## src/hw/serial_port_pkg.sv

```systemverilog
/*
 Constants for the FIFO asynchronous serial port: register offsets,
 field positions, reset values and state types.
 Assumes a 32-bit APB slave with byte addresses on word boundaries.
*/
`default_nettype none
package serial_port_pkg;
   localparam int FIFO_DEPTH = 16;
   // Byte addresses
   localparam logic [7:0] OFS_STOP = 8'h00;
   localparam logic [7:0] OFS_SCR = 8'h04;
   localparam logic [7:0] OFS_FCR = 8'h08;
   localparam logic [7:0] OFS_FSR = 8'h0C;
   localparam logic [7:0] OFS_SMR = 8'h10;
   localparam logic [7:0] OFS_TDR = 8'h14;
   localparam logic [7:0] OFS_RDR = 8'h18;
   localparam logic [7:0] OFS_BRR = 8'h1C;
   // module_clock_stop_ctrl
   localparam int STOP_SELF = 6;
   localparam int STOP_LO = 2;
   // serial_control
   localparam int SCR_TXI_EN = 7;
   localparam int SCR_RXI_EN = 6;
   localparam int SCR_TX_EN = 5;
   localparam int SCR_RX_EN = 4;
   localparam int SCR_FLT_EN = 3;
   localparam logic [7:0] SCR_MASK = 8'hFB;
   // fifo_control
   localparam int FCR_FLOW_LO = 8;
   localparam int FCR_RXTH_LO = 6;
   localparam int FCR_TXTH_LO = 4;
   localparam int FCR_FLOW_EN = 3;
   localparam int FCR_TX_CLR = 2;
   localparam int FCR_RX_CLR = 1;
   localparam int FCR_LOOP = 0;
   // serial_status
   localparam int FSR_FAULT = 7;
   localparam int FSR_TXLOW = 5;
   localparam int FSR_BREAK = 4;
   localparam int FSR_PEND = 0;
   localparam int FL_POS [4] = '{FSR_PEND, FSR_BREAK, FSR_TXLOW, FSR_FAULT};
   localparam int FL_PEND = 0;
   localparam int FL_BREAK = 1;
   localparam int FL_TXLOW = 2;
   localparam int FL_FAULT = 3;
   // serial_mode
   localparam int SMR_LEN7 = 6;
   localparam int SMR_PAR = 5;
   localparam int SMR_OE = 4;
   localparam int SMR_STOP = 3;
   localparam int SMR_CLK_LO = 0;
   localparam logic [7:0] SMR_MASK = 8'hFB;
   // Reset values
   localparam logic [7:0] RST_STOP = 8'h00;
   localparam logic [7:0] RST_SCR = 8'h00;
   localparam logic [10:0] RST_FCR = 11'h000;
   localparam logic [7:0] RST_SMR = 8'h00;
   localparam logic [7:0] RST_BRR = 8'h0F;
   // Idle bit periods before data-ready
   localparam logic [11:0] PEND_IDLE_BITS = 12'h00F;
   typedef enum logic [1:0] {RX_IDLE, RX_START, RX_DATA} rx_st_t;
   typedef enum logic [3:0] {
      REG_STOP, REG_SCR, REG_FCR, REG_FSR, REG_SMR, REG_TDR, REG_RDR, REG_BRR, REG_NONE
   } reg_t;
endpackage
`default_nettype wire

```

## src/hw/fifo_async_serial_port.sv

```systemverilog
/*
 FIFO asynchronous serial port with APB register access.
 Assumes synchronous APB and line inputs; one clock; no serial clock pin.
*/
`timescale 1ns/1ps
`default_nettype none
module fifo_async_serial_port #(
   parameter int DEPTH = serial_port_pkg::FIFO_DEPTH
) (
   // Clock, reset, enable
   input wire logic I_CLK_SYS,
   input wire logic I_SYS_RST,
   input wire logic I_CE,
   // APB
   input wire logic I_PSEL,
   input wire logic I_PENABLE,
   input wire logic I_PWRITE,
   input wire logic [7:0] I_PADDR,
   input wire logic [31:0] I_PWDATA,
   output logic [31:0] O_PRDATA,
   output logic O_PREADY,
   output logic O_PSLVERR,
   // Serial line
   input wire logic I_RXD,
   output logic O_TXD,
   input wire logic I_CTS_N,
   output logic O_RTS_N,
   // Requests and module stops, this port's own stop among them
   output logic O_TXI,
   output logic O_RXI,
   output logic O_ERI,
   output logic O_BRI,
   output logic [5:0] O_MODULE_STOP
);
   import serial_port_pkg::*;

   localparam int AW = $clog2(DEPTH);
   localparam logic [4:0] DEP = 5'(DEPTH);

   if (DEPTH < 2 || DEPTH > 16 || (1 << AW) != DEPTH) begin : g_chk
      $error("DEPTH must be a power of two from 2 to 16");
   end

   typedef struct packed {
      logic [7:0] stop;
      logic [7:0] scr;
      logic [10:0] fcr;
      logic [7:0] smr;
      logic [7:0] brr;
      logic [DEPTH-1:0][7:0] tmem;
      logic [4:0] tcnt;
      logic [AW-1:0] twp;
      logic [AW-1:0] trp;
      logic [DEPTH-1:0][9:0] rmem;
      logic [4:0] rcnt;
      logic [AW-1:0] rwp;
      logic [AW-1:0] rrp;
      logic [3:0] fl;
      logic [3:0] seen;
      logic [5:0] pre;
      logic [7:0] tbit;
      logic [11:0] tsh;
      logic [3:0] tleft;
      logic tbusy;
      logic txd;
      rx_st_t rst;
      logic [7:0] rbit;
      logic [10:0] rsh;
      logic [3:0] rleft;
      logic [11:0] idle;
      logic cap;
      logic [31:0] rdata;
   } state_t;

   state_t s_q;
   state_t s_d;

   function automatic reg_t dec(input logic [7:0] a);
      unique case (a)
         OFS_STOP: dec = REG_STOP;
         OFS_SCR: dec = REG_SCR;
         OFS_FCR: dec = REG_FCR;
         OFS_FSR: dec = REG_FSR;
         OFS_SMR: dec = REG_SMR;
         OFS_TDR: dec = REG_TDR;
         OFS_RDR: dec = REG_RDR;
         OFS_BRR: dec = REG_BRR;
         default: dec = REG_NONE;
      endcase
   endfunction

   reg_t sel;
   logic run;
   logic done;
   logic rx_in;
   logic len7;
   logic par_en;
   logic odd;
   logic [3:0] dn;
   logic [4:0] tthr;
   logic [4:0] rthr;
   logic [4:0] rts_lvl;
   logic [5:0] div;
   logic [4:0] pc;
   logic [4:0] fc;
   logic [AW-1:0] idx;
   logic [15:0] fsr;
   logic [9:0] head;

   assign run = ~s_q.stop[STOP_SELF];
   assign sel = dec(I_PADDR);
   assign done = I_PSEL & I_PENABLE & I_CE & s_q.cap;
   assign rx_in = s_q.fcr[FCR_LOOP] ? s_q.txd : I_RXD;
   assign O_TXD = s_q.fcr[FCR_LOOP] ? 1'b1 : s_q.txd;
   assign len7 = s_q.smr[SMR_LEN7];
   assign par_en = s_q.smr[SMR_PAR];
   assign odd = par_en & s_q.smr[SMR_OE];
   assign dn = len7 ? 4'd7 : 4'd8;
   assign head = s_q.rmem[s_q.rrp];

   always_comb begin
      unique case (s_q.smr[SMR_CLK_LO +: 2])
         2'b00: div = 6'd1;
         2'b01: div = 6'd4;
         2'b10: div = 6'd16;
         2'b11: div = 6'd63;
      endcase
   end

   always_comb begin
      unique case (s_q.fcr[FCR_RXTH_LO +: 2])
         2'b00: rthr = 5'd1;
         2'b01: rthr = 5'd4;
         2'b10: rthr = 5'd8;
         2'b11: rthr = 5'd14;
      endcase
      if (rthr > DEP) begin
         rthr = DEP;
      end
   end

   always_comb begin
      unique case (s_q.fcr[FCR_TXTH_LO +: 2])
         2'b00: tthr = 5'd8;
         2'b01: tthr = 5'd4;
         2'b10: tthr = 5'd2;
         2'b11: tthr = 5'd0;
      endcase
   end

   always_comb begin
      pc = '0;
      fc = '0;
      idx = '0;
      for (int i = 0; i < DEPTH; i++) begin
         idx = s_q.rrp + AW'(i);
         if (5'(i) < s_q.rcnt) begin
            pc = pc + 5'(s_q.rmem[idx][8]);
            fc = fc + 5'(s_q.rmem[idx][9]);
         end
      end
      if (pc > 5'd15) begin
         pc = 5'd15;
      end
      if (fc > 5'd15) begin
         fc = 5'd15;
      end
   end

   always_comb begin
      fsr = {pc[3:0], fc[3:0], 8'h00};
      fsr[FSR_FAULT] = s_q.fl[FL_FAULT];
      // done only when idle and empty
      fsr[6] = ~s_q.tbusy & (s_q.tcnt == 5'd0);
      fsr[FSR_TXLOW] = s_q.fl[FL_TXLOW];
      fsr[FSR_BREAK] = s_q.fl[FL_BREAK];
      fsr[3] = (s_q.rcnt != 5'd0) & head[9];
      fsr[2] = (s_q.rcnt != 5'd0) & head[8];
      fsr[1] = s_q.rcnt >= rthr;
      fsr[FSR_PEND] = s_q.fl[FL_PEND] & (s_q.rst == RX_IDLE);
   end

   // RTS only with flow control on
   assign rts_lvl = (s_q.fcr[FCR_FLOW_LO +: 3] == 3'd0) ? 5'd15 :
                    5'({s_q.fcr[FCR_FLOW_LO +: 3], 1'b0});
   assign O_RTS_N = ~(s_q.fcr[FCR_FLOW_EN] & (s_q.rcnt < rts_lvl));

   assign O_TXI = s_q.scr[SCR_TXI_EN] & s_q.fl[FL_TXLOW];
   assign O_RXI = s_q.scr[SCR_RXI_EN] & (fsr[1] | fsr[FSR_PEND]);
   assign O_ERI = s_q.scr[SCR_RXI_EN] & s_q.scr[SCR_FLT_EN] & s_q.fl[FL_FAULT];
   assign O_BRI = s_q.scr[SCR_RXI_EN] & s_q.scr[SCR_FLT_EN] & s_q.fl[FL_BREAK];
   assign O_MODULE_STOP = s_q.stop[7:STOP_LO];
   assign O_PRDATA = s_q.rdata;
   assign O_PREADY = I_CE & s_q.cap;
   assign O_PSLVERR = O_PREADY & I_PENABLE & (sel == REG_NONE);

   logic tick;
   logic tpush;
   logic tpop;
   logic rpush;
   logic rpop;
   logic par;
   logic [11:0] f;
   logic [3:0] k;
   logic [10:0] w;
   logic [7:0] rd;
   logic [7:0] msk;
   logic frm_bad;
   logic par_bad;

   always_comb begin
      s_d = s_q;
      tick = 1'b0;
      tpush = 1'b0;
      tpop = 1'b0;
      rpush = 1'b0;
      rpop = 1'b0;
      msk = len7 ? 8'h7F : 8'hFF;
      k = dn + 4'(par_en) + 4'd1;
      f = '1;
      w = '0;
      rd = '0;
      frm_bad = 1'b0;
      par_bad = 1'b0;
      par = ^(s_q.tmem[s_q.trp] & msk) ^ odd;
      // Bus capture once per transfer, survives a held enable
      if (I_PSEL & ~s_q.cap) begin
         s_d.cap = 1'b1;
         s_d.rdata = '0;
         if (~I_PWRITE & (run | sel == REG_STOP)) begin
            unique case (sel)
               REG_STOP: s_d.rdata = 32'(s_q.stop);
               REG_SCR: s_d.rdata = 32'(s_q.scr);
               REG_FCR: s_d.rdata = 32'(s_q.fcr);
               REG_FSR: s_d.rdata = 32'(fsr);
               REG_SMR: s_d.rdata = 32'(s_q.smr);
               REG_BRR: s_d.rdata = 32'(s_q.brr);
               REG_RDR: s_d.rdata = (s_q.rcnt != 5'd0) ? 32'(head[7:0] & msk) : '0;
               default: s_d.rdata = '0;
            endcase
            if (sel == REG_FSR) begin
               for (int i = 0; i < 4; i++) begin
                  s_d.seen[i] = s_q.seen[i] | fsr[FL_POS[i]];
               end
            end
         end
      end
      if (done) begin
         s_d.cap = 1'b0;
         if (I_PWRITE) begin
            if (sel == REG_STOP) begin
               s_d.stop = I_PWDATA[7:0];
            end
            if (run) begin
               unique case (sel)
                  REG_SCR: s_d.scr = I_PWDATA[7:0] & SCR_MASK;
                  REG_FCR: s_d.fcr = I_PWDATA[10:0];
                  REG_SMR: s_d.smr = I_PWDATA[7:0] & SMR_MASK;
                  REG_BRR: s_d.brr = I_PWDATA[7:0];
                  REG_TDR: tpush = s_q.tcnt < DEP;
                  REG_FSR: begin
                     // clear needs an earlier read of one
                     for (int i = 0; i < 4; i++) begin
                        if (~I_PWDATA[FL_POS[i]] & s_q.seen[i]) begin
                           s_d.fl[i] = 1'b0;
                           s_d.seen[i] = 1'b0;
                        end
                     end
                  end
                  default: s_d.cap = 1'b0;
               endcase
            end
         end else if (run & sel == REG_RDR) begin
            rpop = s_q.rcnt != 5'd0;
         end
      end
      if (run) begin
         if (s_q.pre >= div - 6'd1) begin
            s_d.pre = '0;
            tick = 1'b1;
         end else begin
            s_d.pre = s_q.pre + 6'd1;
         end
         if (~s_q.scr[SCR_TX_EN]) begin
            s_d.tbusy = 1'b0;
            s_d.txd = 1'b1;
         end else if (~s_q.tbusy) begin
            if (s_q.tcnt != 5'd0 & (~s_q.fcr[FCR_FLOW_EN] | ~I_CTS_N)) begin
               f[0] = 1'b0;
               for (int i = 0; i < 8; i++) begin
                  if (4'(i) < dn) begin
                     f[i+1] = s_q.tmem[s_q.trp][i];
                  end
               end
               if (par_en) begin
                  f[dn+4'd1] = par;
               end
               tpop = 1'b1;
               s_d.tsh = f;
               s_d.txd = 1'b0;
               s_d.tbusy = 1'b1;
               s_d.tbit = s_q.brr;
               s_d.tleft = k + 4'd1 + 4'(s_q.smr[SMR_STOP]);
            end
         end else if (tick) begin
            if (s_q.tbit != 8'd0) begin
               s_d.tbit = s_q.tbit - 8'd1;
            end else if (s_q.tleft == 4'd1) begin
               s_d.tbusy = 1'b0;
               s_d.txd = 1'b1;
            end else begin
               s_d.tsh = s_q.tsh >> 1;
               s_d.txd = s_q.tsh[1];
               s_d.tleft = s_q.tleft - 4'd1;
               s_d.tbit = s_q.brr;
            end
         end
         unique case (s_q.rst)
            RX_IDLE: begin
               if (s_q.scr[SCR_RX_EN] & ~rx_in) begin
                  s_d.rst = RX_START;
                  s_d.rbit = s_q.brr >> 1;
               end
            end
            RX_START: begin
               if (tick) begin
                  if (s_q.rbit != 8'd0) begin
                     s_d.rbit = s_q.rbit - 8'd1;
                  end else if (rx_in) begin
                     s_d.rst = RX_IDLE;
                  end else begin
                     s_d.rst = RX_DATA;
                     s_d.rbit = s_q.brr;
                     s_d.rleft = k;
                  end
               end
            end
            RX_DATA: begin
               if (tick) begin
                  if (s_q.rbit != 8'd0) begin
                     s_d.rbit = s_q.rbit - 8'd1;
                  end else begin
                     s_d.rsh = {rx_in, s_q.rsh[10:1]};
                     s_d.rleft = s_q.rleft - 4'd1;
                     s_d.rbit = s_q.brr;
                     if (s_q.rleft == 4'd1) begin
                        s_d.rst = RX_IDLE;
                        w = s_d.rsh >> (4'd11 - k);
                        rd = w[7:0] & msk;
                        frm_bad = ~w[k-4'd1];
                        par_bad = par_en & ((^rd ^ odd) != w[dn]);
                        if (frm_bad & rd == 8'h00) begin
                           s_d.fl[FL_BREAK] = 1'b1;
                        end else begin
                           // Full FIFO drops the character
                           rpush = s_q.rcnt < DEP;
                           s_d.fl[FL_FAULT] = s_q.fl[FL_FAULT] | frm_bad | par_bad;
                        end
                     end
                  end
               end
            end
            default: s_d.rst = RX_IDLE;
         endcase
         if (~s_q.scr[SCR_RX_EN]) begin
            s_d.rst = RX_IDLE;
         end
      end
      if (tpush) begin
         s_d.tmem[s_q.twp] = I_PWDATA[7:0];
         s_d.twp = s_q.twp + AW'(1);
      end
      if (tpop) begin
         s_d.trp = s_q.trp + AW'(1);
      end
      s_d.tcnt = s_q.tcnt + 5'(tpush) - 5'(tpop);
      if (rpush) begin
         s_d.rmem[s_q.rwp] = {frm_bad, par_bad, rd};
         s_d.rwp = s_q.rwp + AW'(1);
      end
      if (rpop) begin
         s_d.rrp = s_q.rrp + AW'(1);
      end
      s_d.rcnt = s_q.rcnt + 5'(rpush) - 5'(rpop);
      if (s_q.fcr[FCR_TX_CLR]) begin
         s_d.tcnt = '0;
         s_d.twp = '0;
         s_d.trp = '0;
      end
      if (s_q.fcr[FCR_RX_CLR]) begin
         s_d.rcnt = '0;
         s_d.rwp = '0;
         s_d.rrp = '0;
      end
      // low flag tracks transmit level, set wins
      if (s_d.tcnt <= tthr) begin
         s_d.fl[FL_TXLOW] = 1'b1;
      end else begin
         s_d.fl[FL_TXLOW] = 1'b0;
      end
      // idle line with residue sets pending
      if (s_q.rst != RX_IDLE | rpush | rpop | s_d.rcnt == 5'd0) begin
         s_d.idle = '0;
      end else if (tick & s_q.idle != 12'hFFF) begin
         s_d.idle = s_q.idle + 12'd1;
      end
      if (s_q.idle >= 12'(PEND_IDLE_BITS * ({4'h0, s_q.brr} + 12'd1))) begin
         s_d.fl[FL_PEND] = 1'b1;
      end
      if (s_d.rcnt == 5'd0) begin
         s_d.fl[FL_PEND] = 1'b0;
      end
      if (I_SYS_RST) begin
         s_d = '0;
         s_d.stop = RST_STOP;
         s_d.scr = RST_SCR;
         s_d.fcr = RST_FCR;
         s_d.smr = RST_SMR;
         s_d.brr = RST_BRR;
         s_d.txd = 1'b1;
         s_d.rst = RX_IDLE;
      end
   end

   // Enable low freezes everything but reset
   always_ff @(posedge I_CLK_SYS) begin
      if (I_CE | I_SYS_RST) begin
         s_q <= s_d;
      end
   end
endmodule
`default_nettype wire

```

## config.mk

```make
export PLATFORM = sky130hd
export DESIGN_NAME = fifo_async_serial_port
export DESIGN_NICKNAME = d
export VERILOG_FILES = /design/src/hw/serial_port_pkg.sv /design/src/hw/fifo_async_serial_port.sv
export SDC_FILE = /design/constraint.sdc
export NUM_CORES = 1
export LEC_CHECK = 0
export BUFFER_PORTS_ARGS = -buffer_cell sky130_fd_sc_hd__buf_4
export CORE_MARGIN = 2
export CORE_UTILIZATION = 45
export DETAILED_ROUTE_END_ITERATION = 6
export GPL_ROUTABILITY_DRIVEN = 0
export PLACE_DENSITY = 0.61
export SLEW_MARGIN = 10
export SYNTH_ARGS = -nofsm -noshare
export SYNTH_HDL_FRONTEND = slang
export SYNTH_SLANG_ARGS = --single-unit
export TNS_END_PERCENT = 10
```

## constraint.sdc

```tcl
create_clock -name I_CLK_SYS -period 11.9 [get_ports I_CLK_SYS]
set_clock_uncertainty 0.2 [all_clocks]
set_input_delay 1.785 -clock I_CLK_SYS [delete_from_list [all_inputs] [get_ports I_CLK_SYS]]
set_output_delay 1.785 -clock I_CLK_SYS [all_outputs]
set_load 0.05 [all_outputs]
```

==> summary.md <==
| Metric | Value |
|---|---|
| Outcome | `finished clean` |
| YS warnings | `0` |
| Actual slew at the worst max-slew pin | `between 1 and 1.5 ns` |
| Dpl ws | `-0.0771 ns` |
| 1st-iter DRT viols | `around 2.5k` |
| Final WS setup | `slightly below 0.4 ns` |
| CTS tree | `built` |
| Synth cell count leaders | `nand2_1, edfxtp_1, a21oi_1, nor2_1, ha_1` |
| Fin. Hold Viols | `0` |
| Post-Route WL | `83900 µm` |
| Initial antenna violation count | `3` |
| Die Ht | `about 270 µm` |
| Flops & latches, synth | `between 400 and 500` |
| Switch Pwr | `2.26 mW` |
| Most frequent cell on the critical path | `ha_1` |
| Synth unique cells | `82` |
| Cell Rows | `96` |
| CP Capture Type | `register` |
| Worst EP arrival | `about 12 ns` |
| Routed len/inst | `about 21 µm` |
| Layout area overhead | `10.5%` |
| CORE AREA | `roughly 68000 µm²` |
| Register share of total power | `0.316` |
| Layout cells sized above 1 | `0.143` |
| Layout fillers | `a little over 6k` |
| Final Util | `0.502` |
| Max Slew Vio Count | `0` |
| Reg2Reg Depth | `50` |
| Busiest layer in global routing | `met2` |
| First-pass GRT wire length | `130000 µm` |
| Port Buffers | `56` |
| Cell leakage power | `between 10 and 15 nW` |
| Worst hold slack | `0.329 ns` |
| Clk pwr share | `0.249` |
| Count leader, synth | `nand2_1` |
| Part of the Yosys area used for sequential elements | `0.431` |
| Setup CP Type | `reg2reg` |
| Area after DPL | `about 32000 µm²` |
| Final net count | `between 3k and 4k` |
| Max stage delay cell, worst path | `mux4_2` |
| Number of global-route vias before repair | `roughly 23k` |
| Global routing usage on met1 | `0.319` |
| Power share of the combinational group | `0.435` |
| Non-Filler Instances | `3998` |
| Final Cycle Share | `0.967` |
| Hold path depth | `2` |
| # DRC | `0` |
| Worst-path clk slew | `0.06 ns` |
| Switch share | `0.362` |
| Fin crit period | `11.51 ns` |
| FF+latch area | `approximately 13000 µm²` |
| Slowest stage delay, CP | `0.55 ns` |
| Clk sinks | `roughly 450` |
| Clock Latency Late Sink | `roughly 0.62 ns` |
| Cell-internal power | `approximately 4 mW` |
| H-tree level count | `2` |
| Routed Antenna Nets | `0` |
| PwrDens | `182 nW/µm²` |
| Area leader, netlist | `edfxtp_1` |
| Dpl hpwl | `about 58000 µm` |
| GR met2 Demand/Resource | `0.382` |
| Placed Cells | `slightly below 4k` |
| Starting Density | `0.454` |
| Syn Area/Cell | `10.0 µm²` |
| CP Launch Type | `register` |
| TritonCTS buffer count | `between 50 and 60` |
| Crit Path Max Fanout | `4` |
| Vias post-DR | `roughly 24k` |
| Pre-antenna DRT Iters | `6` |
| Syn Inst Count | `~3.1k` |
| Cts hold-fix bufs | `0` |
| Clk root buf | `clkbuf_16` |
| Cell area after layout | `between 30000 and 40000 µm²` |
| Post-synth top area share | `0.431` |
| Fmax | `just under 0.09 GHz` |
| Via density | `around 6` |
| Max-capacitance violation count | `0` |
| GR Util met3 | `0.0363` |
| Largest net degree at the start of global routing | `between 100 and 150` |
| Global Route Usage Sum | `0.231` |
| Main flop type after synthesis | `edfxtp_1` |
| CTS max path bufs | `3` |
| Total grt overflow | `0` |
| Synthesized area | `between 30000 and 40000 µm²` |
| Number of synthesized flops with an enable pin | `446` |
| Final setup viols | `0` |
| I/O pin total | `94` |
| Power Total | `about 6.2 mW` |
| Die area | `71200 µm²` |
| Ys async rst share | `0` |
| Die width | `267 µm` |
| TNS Setup | `0 ns` |
| Req. time, crit path | `approximately 12 ns` |
| Top post-synthesis cells by area | `edfxtp_1, mux4_2, nand2_1` |
| Hold Path Class | `reg2reg` |
| Max-slew headroom | `0.153` |
| Maximum vdd drop | `0.118 mV` |
| Area of the multi-input gates | `around 17000 µm²` |
power by group through the flow:
stage	Clock (mW)	Combinational, mW	Sequential, mW
after global placement	0	2.32	1.99
final	1.55	2.72	1.97
after floorplan	0	1.86	1.97
after CTS	1.58	2.42	1.97
after global routing	1.63	3.00	1.99
after detailed placement	0	2.39	2.00
worst paths after layout:
path	from	end	slack, ns
hold reg to reg	s_q[87]	s_q[86]	0.33
setup reg to reg	s_q[110]	O_PRDATA[9]	0.39
hold / removal	s_q[87]	s_q[86]	0.33
setup / recovery	s_q[110]	O_PRDATA[9]	0.39
routing by layer:
layer | vias to the layer above | wire length [µm] | share of wire
met5 | - | 0 | 0
met4 | 0 | 1730 | 0.021
met3 | 132 | 6270 | 0.075
met2 | 941 | 40000 | 0.48
met1 | 11732 | 35900 | 0.43
li1 | 11116 | - | -
state kept, by name, summed over array words and instances, names as in the netlist:
register,flops
O_MODULE_STOP,6
O_PRDATA,16
fsr,3
len7,1
par_en,1
s_q,419
area by class of cell:
| type | count | share of cell area |
|---|---|---|
| flip-flops and latches | 446 | 0.390 |
| multi-input cells | 2340 | 0.488 |
| clock inverters | 32 | 0.00870 |
| diodes | 1 | 0.0000728 |
| clock buffers | 61 | 0.0389 |
| repair buffers | 137 | 0.0321 |
| well taps | 882 | 0.0321 |
| inverters | 99 | 0.0108 |
critical path: cells and delay by family, from the launching register on:
family / cells / cell delay, ns
adders and majority gates: 17 / 4.76
and+or+nand+nor: 7 / 1.11
muxes: 11 / 3.01
buffers and inverters: 3 / 0.20
DFF: 1 / 0.46
AOI/OAI and AO/OA: 12 / 1.49
what timing repair did:
action,4_1_cts,5_1_grt
endpoints found under the hold margin,0,0
endpoints found under the setup margin,7,8
buffers inserted,0,17
gates resized for setup,7,69
pin swaps,0,38
gates cloned,0,1
cells in the final DEF (no fill, tap or decap), drive strengths merged, types with 76 or more instances in the layout:
master / n
nand2: 606
edfxtp: 446
a21oi: 352
nor2: 209
ha: 158
buf: 136
mux2i: 126
mux4: 117
nand3: 117
inv: 100
xnor2: 76
logic make-up (layout without fill, tap and decap cells):
family,after synthesis,after routing,share of synthesized area
other cells,1,17,0.000121
buf+inv,323,329,0.0437
simple gates,1176,1176,0.169
fa+ha+maj,173,173,0.0732
xor+xnor,132,132,0.0410
compound gates,574,574,0.107
flops,446,446,0.431
mux,269,269,0.135
Power figures use the tool's default switching activity.
